**src/verilog/sep_cfg.svh**
```systemverilog
// constants for the serial eeprom program control block
`ifndef SEP_CFG_SVH
`define SEP_CFG_SVH
// ****************************************
// array shape and field lengths
// ****************************************
`define SEP_MEM_BYTES 128
`define SEP_IDX_W 7
`define SEP_ADDR_W_WIDE 5'h06
`define SEP_ADDR_W_NARROW 5'h07
`define SEP_DATA_W_WIDE 5'h10
`define SEP_DATA_W_NARROW 5'h08
`define SEP_ERASED_BYTE 8'hFF
`define SEP_ERASED_WORD 16'hFFFF
// ****************************************
// opcodes after the start bit
// ****************************************
`define SEP_OPC_EXT 2'h0
`define SEP_OPC_WRITE 2'h1
`define SEP_OPC_READ 2'h2
`define SEP_OPC_ERASE 2'h3
`define SEP_EXT_DISABLE 2'h0
`define SEP_EXT_WRITE_ALL_CMD 2'h1
`define SEP_EXT_ERASE_ALL_CMD 2'h2
`define SEP_EXT_ENABLE 2'h3
// ****************************************
// timing
// ****************************************
`define SEP_CLK_KHZ 125000
`define SEP_T_WORD_MS 4
`define SEP_T_ERASE_ALL_CMD_MS 8
`define SEP_T_WRITE_ALL_CMD_MS 16
`define SEP_TIMER_W 22
`endif

```
**src/verilog/sep_pkg.sv**
```systemverilog
// types shared by the serial eeprom program control block
package sep_pkg;
  typedef enum logic [5:0] {
    SEP_ST_WAIT = 6'h01,
    SEP_ST_OPC = 6'h02,
    SEP_ST_ADDR = 6'h04,
    SEP_ST_DATA = 6'h08,
    SEP_ST_READ = 6'h10,
    SEP_ST_DONE = 6'h20
  } sep_state_e;
  typedef enum logic [2:0] {
    SEP_OP_NONE = 3'h0,
    SEP_OP_ERASE = 3'h1,
    SEP_OP_WRITE = 3'h2,
    SEP_OP_ERASE_ALL_CMD = 3'h3,
    SEP_OP_WRITE_ALL_CMD = 3'h4
  } sep_op_e;
  typedef struct packed {
    logic cs;
    logic sclk;
    logic sdi;
    logic wide;
  } sep_pins_s;
endpackage

```
**src/verilog/sep_eeprom_ctl.sv**
```systemverilog
// command decode, enable latch, array and ready/busy logic of a serial eeprom
// ****************************************
// Behaviour
// - power-up leaves programming disabled; erase and write refused until enabled.
// - enable latch stays set until a disable command or power loss.
// - reads run whatever the enable latch holds.
// - single erase sets every bit of the addressed word to one.
// - select falling after the last erase address bit starts a 4 ms cycle.
// - select raised during a cycle shows busy low, then ready high on output.
// - select falling after write data starts erase-then-program, 4 ms per word.
// - erase-all sets the whole array to ones in an 8 ms self-timed cycle.
// - write-all fills every word after implicit erase, 16 ms, needs enable.
// - select low means standby, but a started cycle still completes.
// - select low holds the instruction logic in reset and ignores the clock.
// - inputs sampled and output bits launched on rising serial clock edges.
// - serial clock may pause at either level and resume correctly.
// - before a start bit, clock edges change nothing.
// - after the last required bit, clock and input ignored until next start.
// - self-timed cycles need no serial clock.
// - output is high-impedance except read data or polled status.
// - width select high gives 16-bit words, low gives 8-bit words.
// - start bit is the first rising edge with select and input both high.
// - opcodes 10 read, 01 write, 11 erase, 00 extended by top address bits.
// - read sends a zero then the word msb first, then following words.
// ****************************************
`timescale 1ns/1ps
`include "sep_cfg.svh"
module sep_eeprom_ctl #(
  parameter int unsigned WORD_CYC = `SEP_T_WORD_MS * `SEP_CLK_KHZ,
  parameter int unsigned ERASE_ALL_CMD_CYC = `SEP_T_ERASE_ALL_CMD_MS * `SEP_CLK_KHZ,
  parameter int unsigned WRITE_ALL_CMD_CYC = `SEP_T_WRITE_ALL_CMD_MS * `SEP_CLK_KHZ
) (
  input wire logic i_clk,
  input wire logic i_rst,
  input wire logic i_cs,
  input wire logic i_sclk,
  input wire logic i_serial_in,
  input wire logic i_word_width_select,
  output logic o_serial_out,
  output logic o_serial_out_oe
);
  import sep_pkg::*;

  // ****************************************
  // pin conditioning and edges
  // ****************************************
  sep_pins_s pins;
  logic cs_d_reg;
  logic sclk_d_reg;

  sep_pin_sync u_sync (
    .i_clk(i_clk),
    .i_rst(i_rst),
    .i_pins({i_cs, i_sclk, i_serial_in, i_word_width_select}),
    .o_pins(pins)
  );

  always_ff @(posedge i_clk) begin
    if (i_rst) begin
      cs_d_reg <= 1'b0;
      sclk_d_reg <= 1'b0;
    end else begin
      cs_d_reg <= pins.cs;
      sclk_d_reg <= pins.sclk;
    end
  end

  wire cs_fall = cs_d_reg && !pins.cs;
  wire cs_rise = !cs_d_reg && pins.cs;
  // only edges count, so any pause length at either level is harmless
  wire clk_rise = pins.cs && pins.sclk && !sclk_d_reg;
  wire sdi = pins.sdi;
  wire wide = pins.wide;
  wire [4:0] addr_len = wide ? `SEP_ADDR_W_WIDE : `SEP_ADDR_W_NARROW;
  wire [4:0] data_len = wide ? `SEP_DATA_W_WIDE : `SEP_DATA_W_NARROW;

  function automatic logic [6:0] byte_idx(input logic [6:0] a, input logic w,
                                          input logic lo);
    byte_idx = w ? {a[5:0], lo} : a;
  endfunction

  // ****************************************
  // instruction shifter
  // ****************************************
  sep_state_e state_reg;
  sep_state_e state_next;
  logic [15:0] sh_reg;
  logic [4:0] cnt_reg;
  logic [1:0] opc_reg;
  logic [6:0] addr_reg;
  logic [15:0] data_reg;
  sep_op_e pend_reg;
  logic en_reg;
  logic rd_oe_reg;
  logic rd_bit_reg;
  logic [15:0] rd_sh_reg;
  logic [7:0] mem_reg [0:`SEP_MEM_BYTES-1];

  wire [15:0] sh_next = {sh_reg[14:0], sdi};
  wire addr_last = (state_reg == SEP_ST_ADDR) && clk_rise && (cnt_reg == addr_len - 5'h01);
  wire data_last = (state_reg == SEP_ST_DATA) && clk_rise && (cnt_reg == data_len - 5'h01);
  wire rd_last = (state_reg == SEP_ST_READ) && clk_rise && (cnt_reg == data_len - 5'h01);
  wire [6:0] addr_new = wide ? {1'b0, sh_next[5:0]} : sh_next[6:0];
  wire [1:0] ext_sel = wide ? sh_next[5:4] : sh_next[6:5];
  wire [6:0] addr_inc = wide ? {1'b0, addr_reg[5:0] + 6'h01} : addr_reg + 7'h01;
  wire [6:0] rd_addr = (state_reg == SEP_ST_ADDR) ? addr_new : addr_inc;
  wire [7:0] rd_hi = mem_reg[byte_idx(rd_addr, wide, 1'b0)];
  wire [7:0] rd_lo = mem_reg[byte_idx(rd_addr, wide, 1'b1)];
  wire [15:0] rd_word = wide ? {rd_hi, rd_lo} : {rd_hi, 8'h00};
  wire is_read = opc_reg == `SEP_OPC_READ;
  wire is_ext = opc_reg == `SEP_OPC_EXT;
  wire cmd_en = addr_last && is_ext && (ext_sel == `SEP_EXT_ENABLE);
  wire cmd_dis = addr_last && is_ext && (ext_sel == `SEP_EXT_DISABLE);
  wire start_bit = (state_reg == SEP_ST_WAIT) && clk_rise && sdi;

  always_comb begin
    state_next = state_reg;
    case (state_reg)
      SEP_ST_WAIT: if (start_bit) state_next = SEP_ST_OPC;
      SEP_ST_OPC: if (clk_rise && cnt_reg[0]) state_next = SEP_ST_ADDR;
      SEP_ST_ADDR: begin
        if (addr_last) begin
          if (is_read) begin
            state_next = SEP_ST_READ;
          end else if (opc_reg == `SEP_OPC_WRITE) begin
            state_next = SEP_ST_DATA;
          end else if (is_ext && ext_sel == `SEP_EXT_WRITE_ALL_CMD) begin
            state_next = SEP_ST_DATA;
          end else begin
            state_next = SEP_ST_DONE;
          end
        end
      end
      SEP_ST_DATA: if (data_last) state_next = SEP_ST_DONE;
      SEP_ST_READ: state_next = SEP_ST_READ;
      SEP_ST_DONE: state_next = SEP_ST_DONE;
      default: state_next = SEP_ST_WAIT;
    endcase
    if (!pins.cs) state_next = SEP_ST_WAIT;
  end

  always_ff @(posedge i_clk) begin
    if (i_rst) begin
      state_reg <= SEP_ST_WAIT;
    end else begin
      state_reg <= state_next;
    end
  end

  // field counter resets whenever a field closes; shift register too, except at the end of the opcode field
  always_ff @(posedge i_clk) begin
    if (i_rst || !pins.cs) begin
      cnt_reg <= 5'h00;
      sh_reg <= 16'h0000;
    end else if (start_bit || addr_last || data_last || rd_last) begin
      cnt_reg <= 5'h00;
      sh_reg <= 16'h0000;
    end else if (clk_rise && (state_reg == SEP_ST_OPC)) begin
      cnt_reg <= cnt_reg + 5'h01;
      sh_reg <= sh_next;
      if (cnt_reg[0]) begin
        cnt_reg <= 5'h00;
      end
    end else if (clk_rise && (state_reg != SEP_ST_WAIT) && (state_reg != SEP_ST_DONE)) begin
      cnt_reg <= cnt_reg + 5'h01;
      sh_reg <= sh_next;
    end
  end

  always_ff @(posedge i_clk) begin
    if (i_rst) begin
      opc_reg <= 2'h0;
      addr_reg <= 7'h00;
      data_reg <= 16'h0000;
    end else begin
      if (clk_rise && (state_reg == SEP_ST_OPC) && cnt_reg[0]) opc_reg <= sh_next[1:0];
      if (addr_last) addr_reg <= addr_new;
      if (rd_last) addr_reg <= addr_inc;
      if (data_last) data_reg <= sh_next;
    end
  end

  // ****************************************
  // enable latch and pending operation
  // ****************************************
  always_ff @(posedge i_clk) begin
    if (i_rst) begin
      en_reg <= 1'b0;
    end else if (cmd_en) begin
      en_reg <= 1'b1;
    end else if (cmd_dis) begin
      en_reg <= 1'b0;
    end
  end

  sep_op_e pend_next;
  always_comb begin
    pend_next = SEP_OP_NONE;
    if (addr_last && opc_reg == `SEP_OPC_ERASE) pend_next = SEP_OP_ERASE;
    if (addr_last && is_ext && ext_sel == `SEP_EXT_ERASE_ALL_CMD) pend_next = SEP_OP_ERASE_ALL_CMD;
    if (data_last) pend_next = is_ext ? SEP_OP_WRITE_ALL_CMD : SEP_OP_WRITE;
  end

  // a command is only armed once every required bit is in
  always_ff @(posedge i_clk) begin
    if (i_rst || !pins.cs) begin
      pend_reg <= SEP_OP_NONE;
    end else if (pend_next != SEP_OP_NONE) begin
      pend_reg <= pend_next;
    end
  end

  // ****************************************
  // self-timed programming
  // ****************************************
  logic busy;
  wire try_launch = cs_fall && (pend_reg != SEP_OP_NONE) && !busy;
  wire launch = try_launch && en_reg;
  wire op_all = (pend_reg == SEP_OP_ERASE_ALL_CMD) || (pend_reg == SEP_OP_WRITE_ALL_CMD);
  wire op_erase = (pend_reg == SEP_OP_ERASE) || (pend_reg == SEP_OP_ERASE_ALL_CMD);
  wire [`SEP_TIMER_W-1:0] cyc_sel =
    (pend_reg == SEP_OP_ERASE_ALL_CMD) ? `SEP_TIMER_W'(ERASE_ALL_CMD_CYC) :
    (pend_reg == SEP_OP_WRITE_ALL_CMD) ? `SEP_TIMER_W'(WRITE_ALL_CMD_CYC) :
    `SEP_TIMER_W'(WORD_CYC);
  wire [6:0] idx_hi = byte_idx(addr_reg, wide, 1'b0);
  wire [6:0] idx_lo = byte_idx(addr_reg, wide, 1'b1);

  // cycle keeps running after select drops; standby follows its end
  sep_prog_timer u_timer (
    .i_clk(i_clk),
    .i_rst(i_rst),
    .i_start(launch),
    .i_cycles(cyc_sel),
    .o_busy(busy)
  );

  // array contents are final at launch; erase-before-write is implicit
  always_ff @(posedge i_clk) begin
    for (int i = 0; i < `SEP_MEM_BYTES; i++) begin
      if (i_rst) begin
        mem_reg[i] <= `SEP_ERASED_BYTE;
      end else if (launch && (op_all || 7'(i) == idx_hi || 7'(i) == idx_lo)) begin
        if (op_erase) begin
          mem_reg[i] <= `SEP_ERASED_BYTE;
        end else if (wide && !i[0]) begin
          mem_reg[i] <= data_reg[15:8];
        end else begin
          mem_reg[i] <= data_reg[7:0];
        end
      end
    end
  end

  // ****************************************
  // serial output: read data and polled status
  // ****************************************
  logic stat_reg;
  always_ff @(posedge i_clk) begin
    if (i_rst || !pins.cs || start_bit) begin
      stat_reg <= 1'b0;
    end else if (cs_rise && busy) begin
      stat_reg <= 1'b1;
    end
  end

  always_ff @(posedge i_clk) begin
    if (i_rst || !pins.cs) begin
      rd_oe_reg <= 1'b0;
      rd_bit_reg <= 1'b1;
      rd_sh_reg <= 16'h0000;
    end else if (addr_last && is_read) begin
      rd_oe_reg <= 1'b1;
      rd_bit_reg <= 1'b0;
      rd_sh_reg <= rd_word;
    end else if (clk_rise && state_reg == SEP_ST_READ) begin
      rd_bit_reg <= rd_sh_reg[15];
      rd_sh_reg <= rd_last ? rd_word : {rd_sh_reg[14:0], 1'b0};
    end
  end

  wire so_next = stat_reg ? !busy : rd_bit_reg;
  wire oe_next = stat_reg || rd_oe_reg;
  always_ff @(posedge i_clk) begin
    if (i_rst) begin
      o_serial_out <= 1'b1;
      o_serial_out_oe <= 1'b0;
    end else begin
      o_serial_out <= so_next;
      o_serial_out_oe <= oe_next;
    end
  end
endmodule // sep_eeprom_ctl

```
**src/verilog/sep_pin_sync.sv**
```systemverilog
// three-stage synchroniser with agreement filter for the pin inputs
`timescale 1ns/1ps
module sep_pin_sync (
  input wire logic i_clk,
  input wire logic i_rst,
  input wire sep_pkg::sep_pins_s i_pins,
  output sep_pkg::sep_pins_s o_pins
);
  import sep_pkg::*;
  sep_pins_s s1_reg;
  sep_pins_s s2_reg;
  sep_pins_s s3_reg;
  sep_pins_s lvl_reg;
  wire sep_pins_s agree = ~(s2_reg ^ s3_reg);
  wire sep_pins_s lvl_next = (agree & s2_reg) | (~agree & lvl_reg);

  always_ff @(posedge i_clk) begin
    if (i_rst) begin
      s1_reg <= 4'h0;
      s2_reg <= 4'h0;
      s3_reg <= 4'h0;
      lvl_reg <= 4'h0;
    end else begin
      s1_reg <= i_pins;
      s2_reg <= s1_reg;
      s3_reg <= s2_reg;
      lvl_reg <= lvl_next;
    end
  end
  assign o_pins = lvl_reg;
endmodule // sep_pin_sync

```
**src/verilog/sep_prog_timer.sv**
```systemverilog
// self-timed programming cycle counter, runs on the system clock only
`timescale 1ns/1ps
`include "sep_cfg.svh"
module sep_prog_timer (
  input wire logic i_clk,
  input wire logic i_rst,
  input wire logic i_start,
  input wire logic [`SEP_TIMER_W-1:0] i_cycles,
  output logic o_busy
);
  import sep_pkg::*;
  logic [`SEP_TIMER_W-1:0] cnt_reg;
  logic busy_reg;
  wire last_w = busy_reg && (cnt_reg == {`SEP_TIMER_W{1'b0}});

  // needs no serial clock at all, so the host may stop clocking
  always_ff @(posedge i_clk) begin
    if (i_rst) begin
      cnt_reg <= {`SEP_TIMER_W{1'b0}};
      busy_reg <= 1'b0;
    end else if (i_start && !busy_reg) begin
      cnt_reg <= i_cycles - `SEP_TIMER_W'(1);
      busy_reg <= 1'b1;
    end else if (last_w) begin
      busy_reg <= 1'b0;
    end else if (busy_reg) begin
      cnt_reg <= cnt_reg - `SEP_TIMER_W'(1);
    end
  end
  assign o_busy = busy_reg;
endmodule // sep_prog_timer
```
**config.mk**
```make
export PLATFORM = sky130hd
export DESIGN_NAME = sep_eeprom_ctl
export DESIGN_NICKNAME = d
export VERILOG_FILES = /design/src/verilog/sep_pkg.sv /design/src/verilog/sep_eeprom_ctl.sv /design/src/verilog/sep_pin_sync.sv /design/src/verilog/sep_prog_timer.sv
export VERILOG_INCLUDE_DIRS = /design/src /design/src/verilog
export SDC_FILE = /design/constraint.sdc
export NUM_CORES = 2
export LEC_CHECK = 0
export ABC_AREA = 1
export ABC_CLOCK_PERIOD_IN_PS = 2100
export BUFFER_PORTS_ARGS = -buffer_cell sky130_fd_sc_hd__buf_4
export CAP_MARGIN = 10
export CORE_MARGIN = 2
export CORE_UTILIZATION = 43
export CTS_BUF_LIST = sky130_fd_sc_hd__clkbuf_8
export DETAILED_ROUTE_END_ITERATION = 12
export PLACE_DENSITY = 0.57
export SLEW_MARGIN = 25
export SYNTH_ARGS = -nofsm -noshare
export SYNTH_HDL_FRONTEND = slang
export SYNTH_SLANG_ARGS = --single-unit
export TNS_END_PERCENT = 10
```
**constraint.sdc**
```tcl
create_clock -name i_clk -period 2.1 [get_ports i_clk]
set_input_delay 0.315 -clock i_clk [delete_from_list [all_inputs] [get_ports i_clk]]
set_output_delay 0.315 -clock i_clk [all_outputs]
set_load 0.005 [all_outputs]
```
Word-level counts from Yosys, hierarchy flattened
Memories as Yosys holds them, arrays and structs flattened.
Cells that the tools add are included.
- output and inout bits: 2
- word-level logic and storage cells: 2423
- bits of input ports: 6
- RAM bits: 1024
- flip-flop bits (word level): 117
- memories: 1
- bitwise operators: 327
- mux-type cells: 1333
- add/subtract/negate cells: 7
- equal/unequal tests: 278
- reduce and logical (&&, ||, !) cells: 443
- memories (name ; words ; width ; read ports ; clocked after memory_dff ; wr ports ; line ; text):
    mem_reg ; 128 ; 8 ; 2 ; 0 ; 128 ; sep_eeprom_ctl.sv:97 ; logic [7:0] mem_reg [0:`SEP_MEM_BYTES-1];
- operators by type and width (kind ; count):
    2-to-1 mux 8 bit ; 321
    2-to-1 mux 1 bit ; 977
    == test 7 bit, first input constant ; 128
    == test 6 x 7 -> 1 bit, first input constant ; 64
    OR 1 bit ; 320
    logical OR 1 bit ; 264
    == test 5 x 7 -> 1 bit, first input constant ; 32
    logical AND 1 bit ; 158
    == test 4 x 7 -> 1 bit, first input constant ; 16
    2-to-1 mux 22 bit ; 3
    2-to-1 mux 7 bit ; 9
    == test 3 x 7 -> 1 bit, first input constant ; 8
    2-to-1 mux 16 bit ; 3
    2-to-1 mux 21 bit ; 2
    2-to-1 mux 6 bit ; 7
    case mux 6 bit (6 select lines) ; 1
    2-to-1 mux 15 bit ; 2
    == test 2 x 7 -> 1 bit, first input constant ; 4
    zero test 22 bit ; 1
    subtractor 21 x 1 -> 22 bit, second input constant ; 1
    subtractor 22 x 1 -> 22 bit, second input constant ; 1
    2-to-1 mux 5 bit ; 4
    == test 1 x 7 -> 1 bit, first input constant ; 2
    zero test 7 bit ; 2
    34 further kinds ; 58

Logic depth before layout (Yosys ltp)
- depth after elaboration: 12
- gate-level depth with buffers: 20
- gate-level depth less buffers: 18

By module
A second synthesis with hierarchy kept.
- cells, all modules: 9226
- area total of the unflattened synthesis: 70466.3 um^2
- by module, submodules not included (module ; cells an instance ; seq. area each (um^2) ; instances ; area an instance (um^2)):
    sep_eeprom_ctl ; 8784 ; 32311.0 ; 1 ; 67866.3
    sep_prog_timer ; 388 ; 460.4 ; 1 ; 2119.5
    sep_pin_sync ; 54 ; 320.3 ; 1 ; 480.5

Least setup slack after synthesis
No wires, ideal clock.
- path type: register to register
- start: register with a tool-made name
- end: register u_timer.cnt_reg[16]
- clock period less this slack: 2.272 ns
- required time: 1.983 ns
- library setup time: 0.117 ns
- path slack: -0.172 ns
- cell stages (with the launch flop): 18
- data arrival time: 2.155 ns
- path buffers: 1
- cells stage by stage: dfxtp_1 > nor2_1 > nand3_1 > a31oi_4 > inv_2 > buf_2 > nand2_1 > ha_1 > inv_1 > nor2_1 > inv_1 > nor2_1 > and2_1 > nand2_1 > nor3_1 > a21oi_1 > nor2_1 > nor2_1
- RTL lines (element ; line ; text):
    to (signal assigned) ; sep_prog_timer.sv:19 ; cnt_reg <= {`SEP_TIMER_W{1'b0}};
    to (signal assigned) ; sep_prog_timer.sv:22 ; cnt_reg <= i_cycles - `SEP_TIMER_W'(1);
    to (signal assigned) ; sep_prog_timer.sv:27 ; cnt_reg <= cnt_reg - `SEP_TIMER_W'(1);
    to (decl) ; sep_prog_timer.sv:12 ; logic [`SEP_TIMER_W-1:0] cnt_reg;

Final worst setup path
- start: register state_reg[2]
- end: register rd_sh_reg[12]
- cells in the longest elaborated chain, start to end: 7
- elaborated cells on any way between the ends: 14
- those cells by class: 2 x eq/ne; 5 x mux; 6 x reduce/logical; 1 x memory
- RTL lines (element ; line ; text):
    from (decl) ; sep_eeprom_ctl.sv:85 ; sep_state_e state_reg;
    from (signal assigned) ; sep_eeprom_ctl.sv:146 ; state_reg <= state_next;
    == test 6 x 3 -> 1 bit ; sep_eeprom_ctl.sv:100, sep_eeprom_ctl.sv:106 ;
    2-to-1 mux 7 bit ; sep_eeprom_ctl.sv:106 ; wire [6:0] rd_addr = (state_reg == SEP_ST_ADDR) ? addr_new : addr_inc;
    2-to-1 mux 7 bit ; sep_eeprom_ctl.sv:79 ; byte_idx = w ? {a[5:0], lo} : a;
    memory (128 x 8 bit) ; - ;
    2-to-1 mux 16 bit ; sep_eeprom_ctl.sv:277 ; rd_sh_reg <= rd_last ? rd_word : {rd_sh_reg[14:0], 1'b0};
    2-to-1 mux 16 bit ; sep_eeprom_ctl.sv:275 ; end else if (clk_rise && state_reg == SEP_ST_READ) begin
    2-to-1 mux 16 bit ; sep_eeprom_ctl.sv:271 ; end else if (addr_last && is_read) begin
    to (signal assigned) ; sep_eeprom_ctl.sv:274 ; rd_sh_reg <= rd_word;
    to (signal assigned) ; sep_eeprom_ctl.sv:277 ;
    to (decl) ; sep_eeprom_ctl.sv:96 ; logic [15:0] rd_sh_reg;
Several ways; a longest one is shown, not always the timed one. The select of a mux whose other input is x is not followed.
A chain may end at the register's enable or synchronous reset.

==> results.md <==
* Run status: finished with violations
* Violated checks: negative setup slack
* DRC violations left at 0
* DRC marker count from the first detailed-route iteration at 10200
* RSZ-0062 raised after global routing: yes
* Max Fclk at 343 MHz
* Die X-Extent at approximately 410 µm
* Core region area at between 150000 and 200000 µm²
* Async SR Flop Fraction at 0
* Wire length reported by the detailed router at around 320 mm
* Top-level port count at 8
* Vias/cell at a little under 6
* Period minus WS final at 2.92 ns
* Netlist area before placement at a little under 70000 µm²
* Number of synthesized flops with an enable pin at just over 1000
* Clock root buffer: clkbuf_8
* WL met3 at 38.5 mm
* Largest net degree at the start of global routing at 59
* Normalized max-slew margin at 0.343
* Count of input and output buffers at 7
* Final setup violating endpoints at approximately 2100
* Layout cell share with drive strength beyond 1 at 0.219
* Number of warnings printed during yosys synthesis at 0
* Slew Viols, Final at 0
* Average wire length per cell after detail routing at ~27 µm
* Die extent in y at between 400 and 500 µm
* Post-synth top area cell: edfxtp_1
* Area occupied by registers at 33200 µm²
* Most common cell after layout, fill and taps aside: nand2_1
* Flop and latch count out of synthesis at between 1000 and 1500
* Final hold vios at 0
* Number of buffers created by CTS at 206
* Footprint of the multi-input gates at between 30000 and 40000 µm²
* Worst-case clock skew at 0.0480 ns
* Antenna violations before repair at 10
* Post-layout nets at a little under 10000
* Leakage Power at approximately 0.039 µW
* Worst Path Max Fanout at 14
* FILL cells at between 10000 and 15000
* Global-route total usage across every layer at 0.375
* Ratio of total power to cell area at 524 nW/µm²
* Biggest area contributors in the synthesized netlist: edfxtp_1 44%, nand2_1 13%, nand3_1 9.9%, inv_1 7.8%, o211ai_1 5.4%
* Synthesized instance count at between 9000 and 10000
* Row cnt at ~150
* Setup Crit Path Kind: reg2reg
* Number of flip-flops in the largest register at about 1000
* Period Utilization, post-route at 1.39
* Clock transition time at the flip-flop clock pins of the worst setup and hold paths at approximately 0.06 ns
* Arrival time reported for the critical path endpoint at around 3.8 ns
* Routability congestion estimate from global placement at 0.998
* Number of distinct library cells after synthesis at between 40 and 50
* Highest routed metal layer: met4
* H-Tree Level Count at 4
* Hold Crit Class: in2reg
* TritonCTS clock tree: built
* Worst slew pin tran at between 0.9 and 1 ns
* Fraction of post-synthesis cell area in the top cell type by area at 0.443
* Net count of the mapped netlist at 9077
* Post-detail-place hpwl at 208 mm
* Initial core utilization at 0.433
* Endpoint class of the critical path: flop
* Total number of vias at 71900
* Insertion delay to the later sink of the worst-skew pair at 1.03 ns
* Type of origin of the critical path: flop
* Flip-flop cell with the highest count after synthesis: edfxtp_1
* Setup Slack @ Placement at -1.08 ns
* Count of maximum capacitance violations at 0
* Data required time of the worst path at between 2 and 3 ns
* Met1 Wirelength at 126 mm
* Routed met2 length at about 140 mm
* Sequential area share after synthesis at 0.477
* Antenna-violating nets left at 0
* Setup slack of the critical path after layout at -0.816 ns
* Leftover overflow at the end of global routing at 0
* Average size of a mapped cell at 7.66 µm²
* Floorplan die area at about 160000 µm²
* Commonest cells after routing, fill and taps aside: 2253 x nand2_1, 1441 x inv_1, 1059 x nand3_1, 1024 x edfxtp_1, 717 x buf_4
* Total power consumption of the routed design at between 40000 and 50000 µW
* Number of buffers on the longest clock path at 3
* Clock tree sinks at 1141
* Via count of the first global-routing pass at between 60000 and 70000
* Global-route wire length before repair at around 450 mm
* Pre-antenna DRT Iters at 6
* Relative area change from synthesis to final layout at 30.9%
* VDD IR max at 0.000684 V
worst max-delay path, stage by stage, from the launching register on:
cell and delay, ns:
dfxtp_2 0.33, inv_2 0.05, nor2_4 0.14, nand3_4 0.16, buf_6 0.17, nand2_2 0.07, o21ai_4 0.07, o21ai_4 0.20
buf_12 0.18, buf_12 0.12, buf_16 0.17, buf_12 0.16, nand3_1 0.14, nand3_2 0.13, nand3_2 0.14, nand3_2 0.16
nand2_1 0.08, nand2_1 0.09, nand3_2 0.08, nand2_1 0.07, a21oi_1 0.06
per-layer routing:
layer / track usage / up-vias
met4: 0.189 / 0
met3: 0.0811 / 965
li1: - / 32000
met5: 0 / -
met2: 0.557 / 4690
met1: 0.517 / 34300
stage by stage:
step                       util  setup TNS [ns]  instance area, µm²  hold WS (ns)  std cells
after global routing      0.567        -1041.46               90900         0.396      12000
after global placement    0.500         -924.88               80200         0.390      11500
after floorplan               -          -28.54               69600         0.388       9067
final                     0.567         -835.51               90900         0.390      12100
after CTS                 0.552         -704.28               88500         0.314      12000
after detailed placement  0.500         -997.91               80200         0.392      11500
cell usage after synthesis, types with 2 or more instances:
master	instances
a21oi_1	164
a21oi_2	2
a31oi_1	4
buf_1	64
buf_2	238
buf_4	14
buf_6	4
clkbuf_1	405
clkinv_1	2
dfxtp_1	117
edfxtp_1	1024
ha_1	4
inv_1	1445
inv_2	11
nand2_1	2389
nand2_2	3
nand3_1	1380
nand3b_1	48
nand4_1	14
nor2_1	189
nor2_2	11
nor2_4	4
nor3_1	85
nor3_2	2
nor4_1	11
o211ai_1	499
o21ai_0	377
o21ai_1	19
o21ai_2	2
o21bai_1	8
o22ai_1	506
or2_1	2
xnor2_1	3
xor2_1	6
cell families (layout without fill, tap and decap cells):
logic type / Yosys count / in the layout / synth area share
AOI/OAI and AO/OA: 1587 / 1587 / 0.143
xor gates and xnor gates: 9 / 9 / 0.00114
adders and majority gates: 4 / 4 / 0.000721
buffers and inverters: 2183 / 2992 / 0.123
DFF: 1141 / 1141 / 0.477
other: 0 / 13 / 0
and+or+nand+nor: 4143 / 4144 / 0.255
power breakdown:
group          total [µW]  internal [µW]  switching, µW
Combinational        1430            561            867
Sequential          24600          24600           11.0
Clock               21600          11000          10600
worst paths after layout:
| path | end | slack, ns | start | cells after the start |
|---|---|---|---|---|
| setup reg to reg | rd_sh_reg[12]$_SDFFE_PP0P_ | -0.82 | state_reg[2]$_SDFFE_PP0P_ | 20 |
| hold reg to reg | u_sync.s2_reg[0]$_SDFF_PP0_ | 0.40 | u_sync.s1_reg[0]$_SDFF_PP0_ | 2 |
| hold / removal | data_reg[13]$_SDFFE_PP0P_ | 0.39 | i_rst | 4 |
| setup / recovery | rd_sh_reg[12]$_SDFFE_PP0P_ | -0.82 | state_reg[2]$_SDFFE_PP0P_ | 20 |
what timing repair did:
item | in CTS | in global routing
resized for setup | 578 | 454
endpoints found under the hold margin | 26 | 0
hold buffers | 11 | 0
gates cloned | 32 | 10
setup endpoints to repair | 2117 | 2137
buffers inserted | 82 | 36
pin swaps | 114 | 113
cell type report:
type | count | area share
well taps | 2160 | 0.0297
clock inverters | 173 | 0.0129
repair buffers | 1151 | 0.152
flip-flops and latches | 1141 | 0.365
repair inverters | 1 | 0.000124
diodes | 13 | 0.000358
inverters | 1458 | 0.0614
clock buffers | 209 | 0.0316
multi-input cells | 5744 | 0.347
Note: power is estimated with default switching activity, not from simulation.
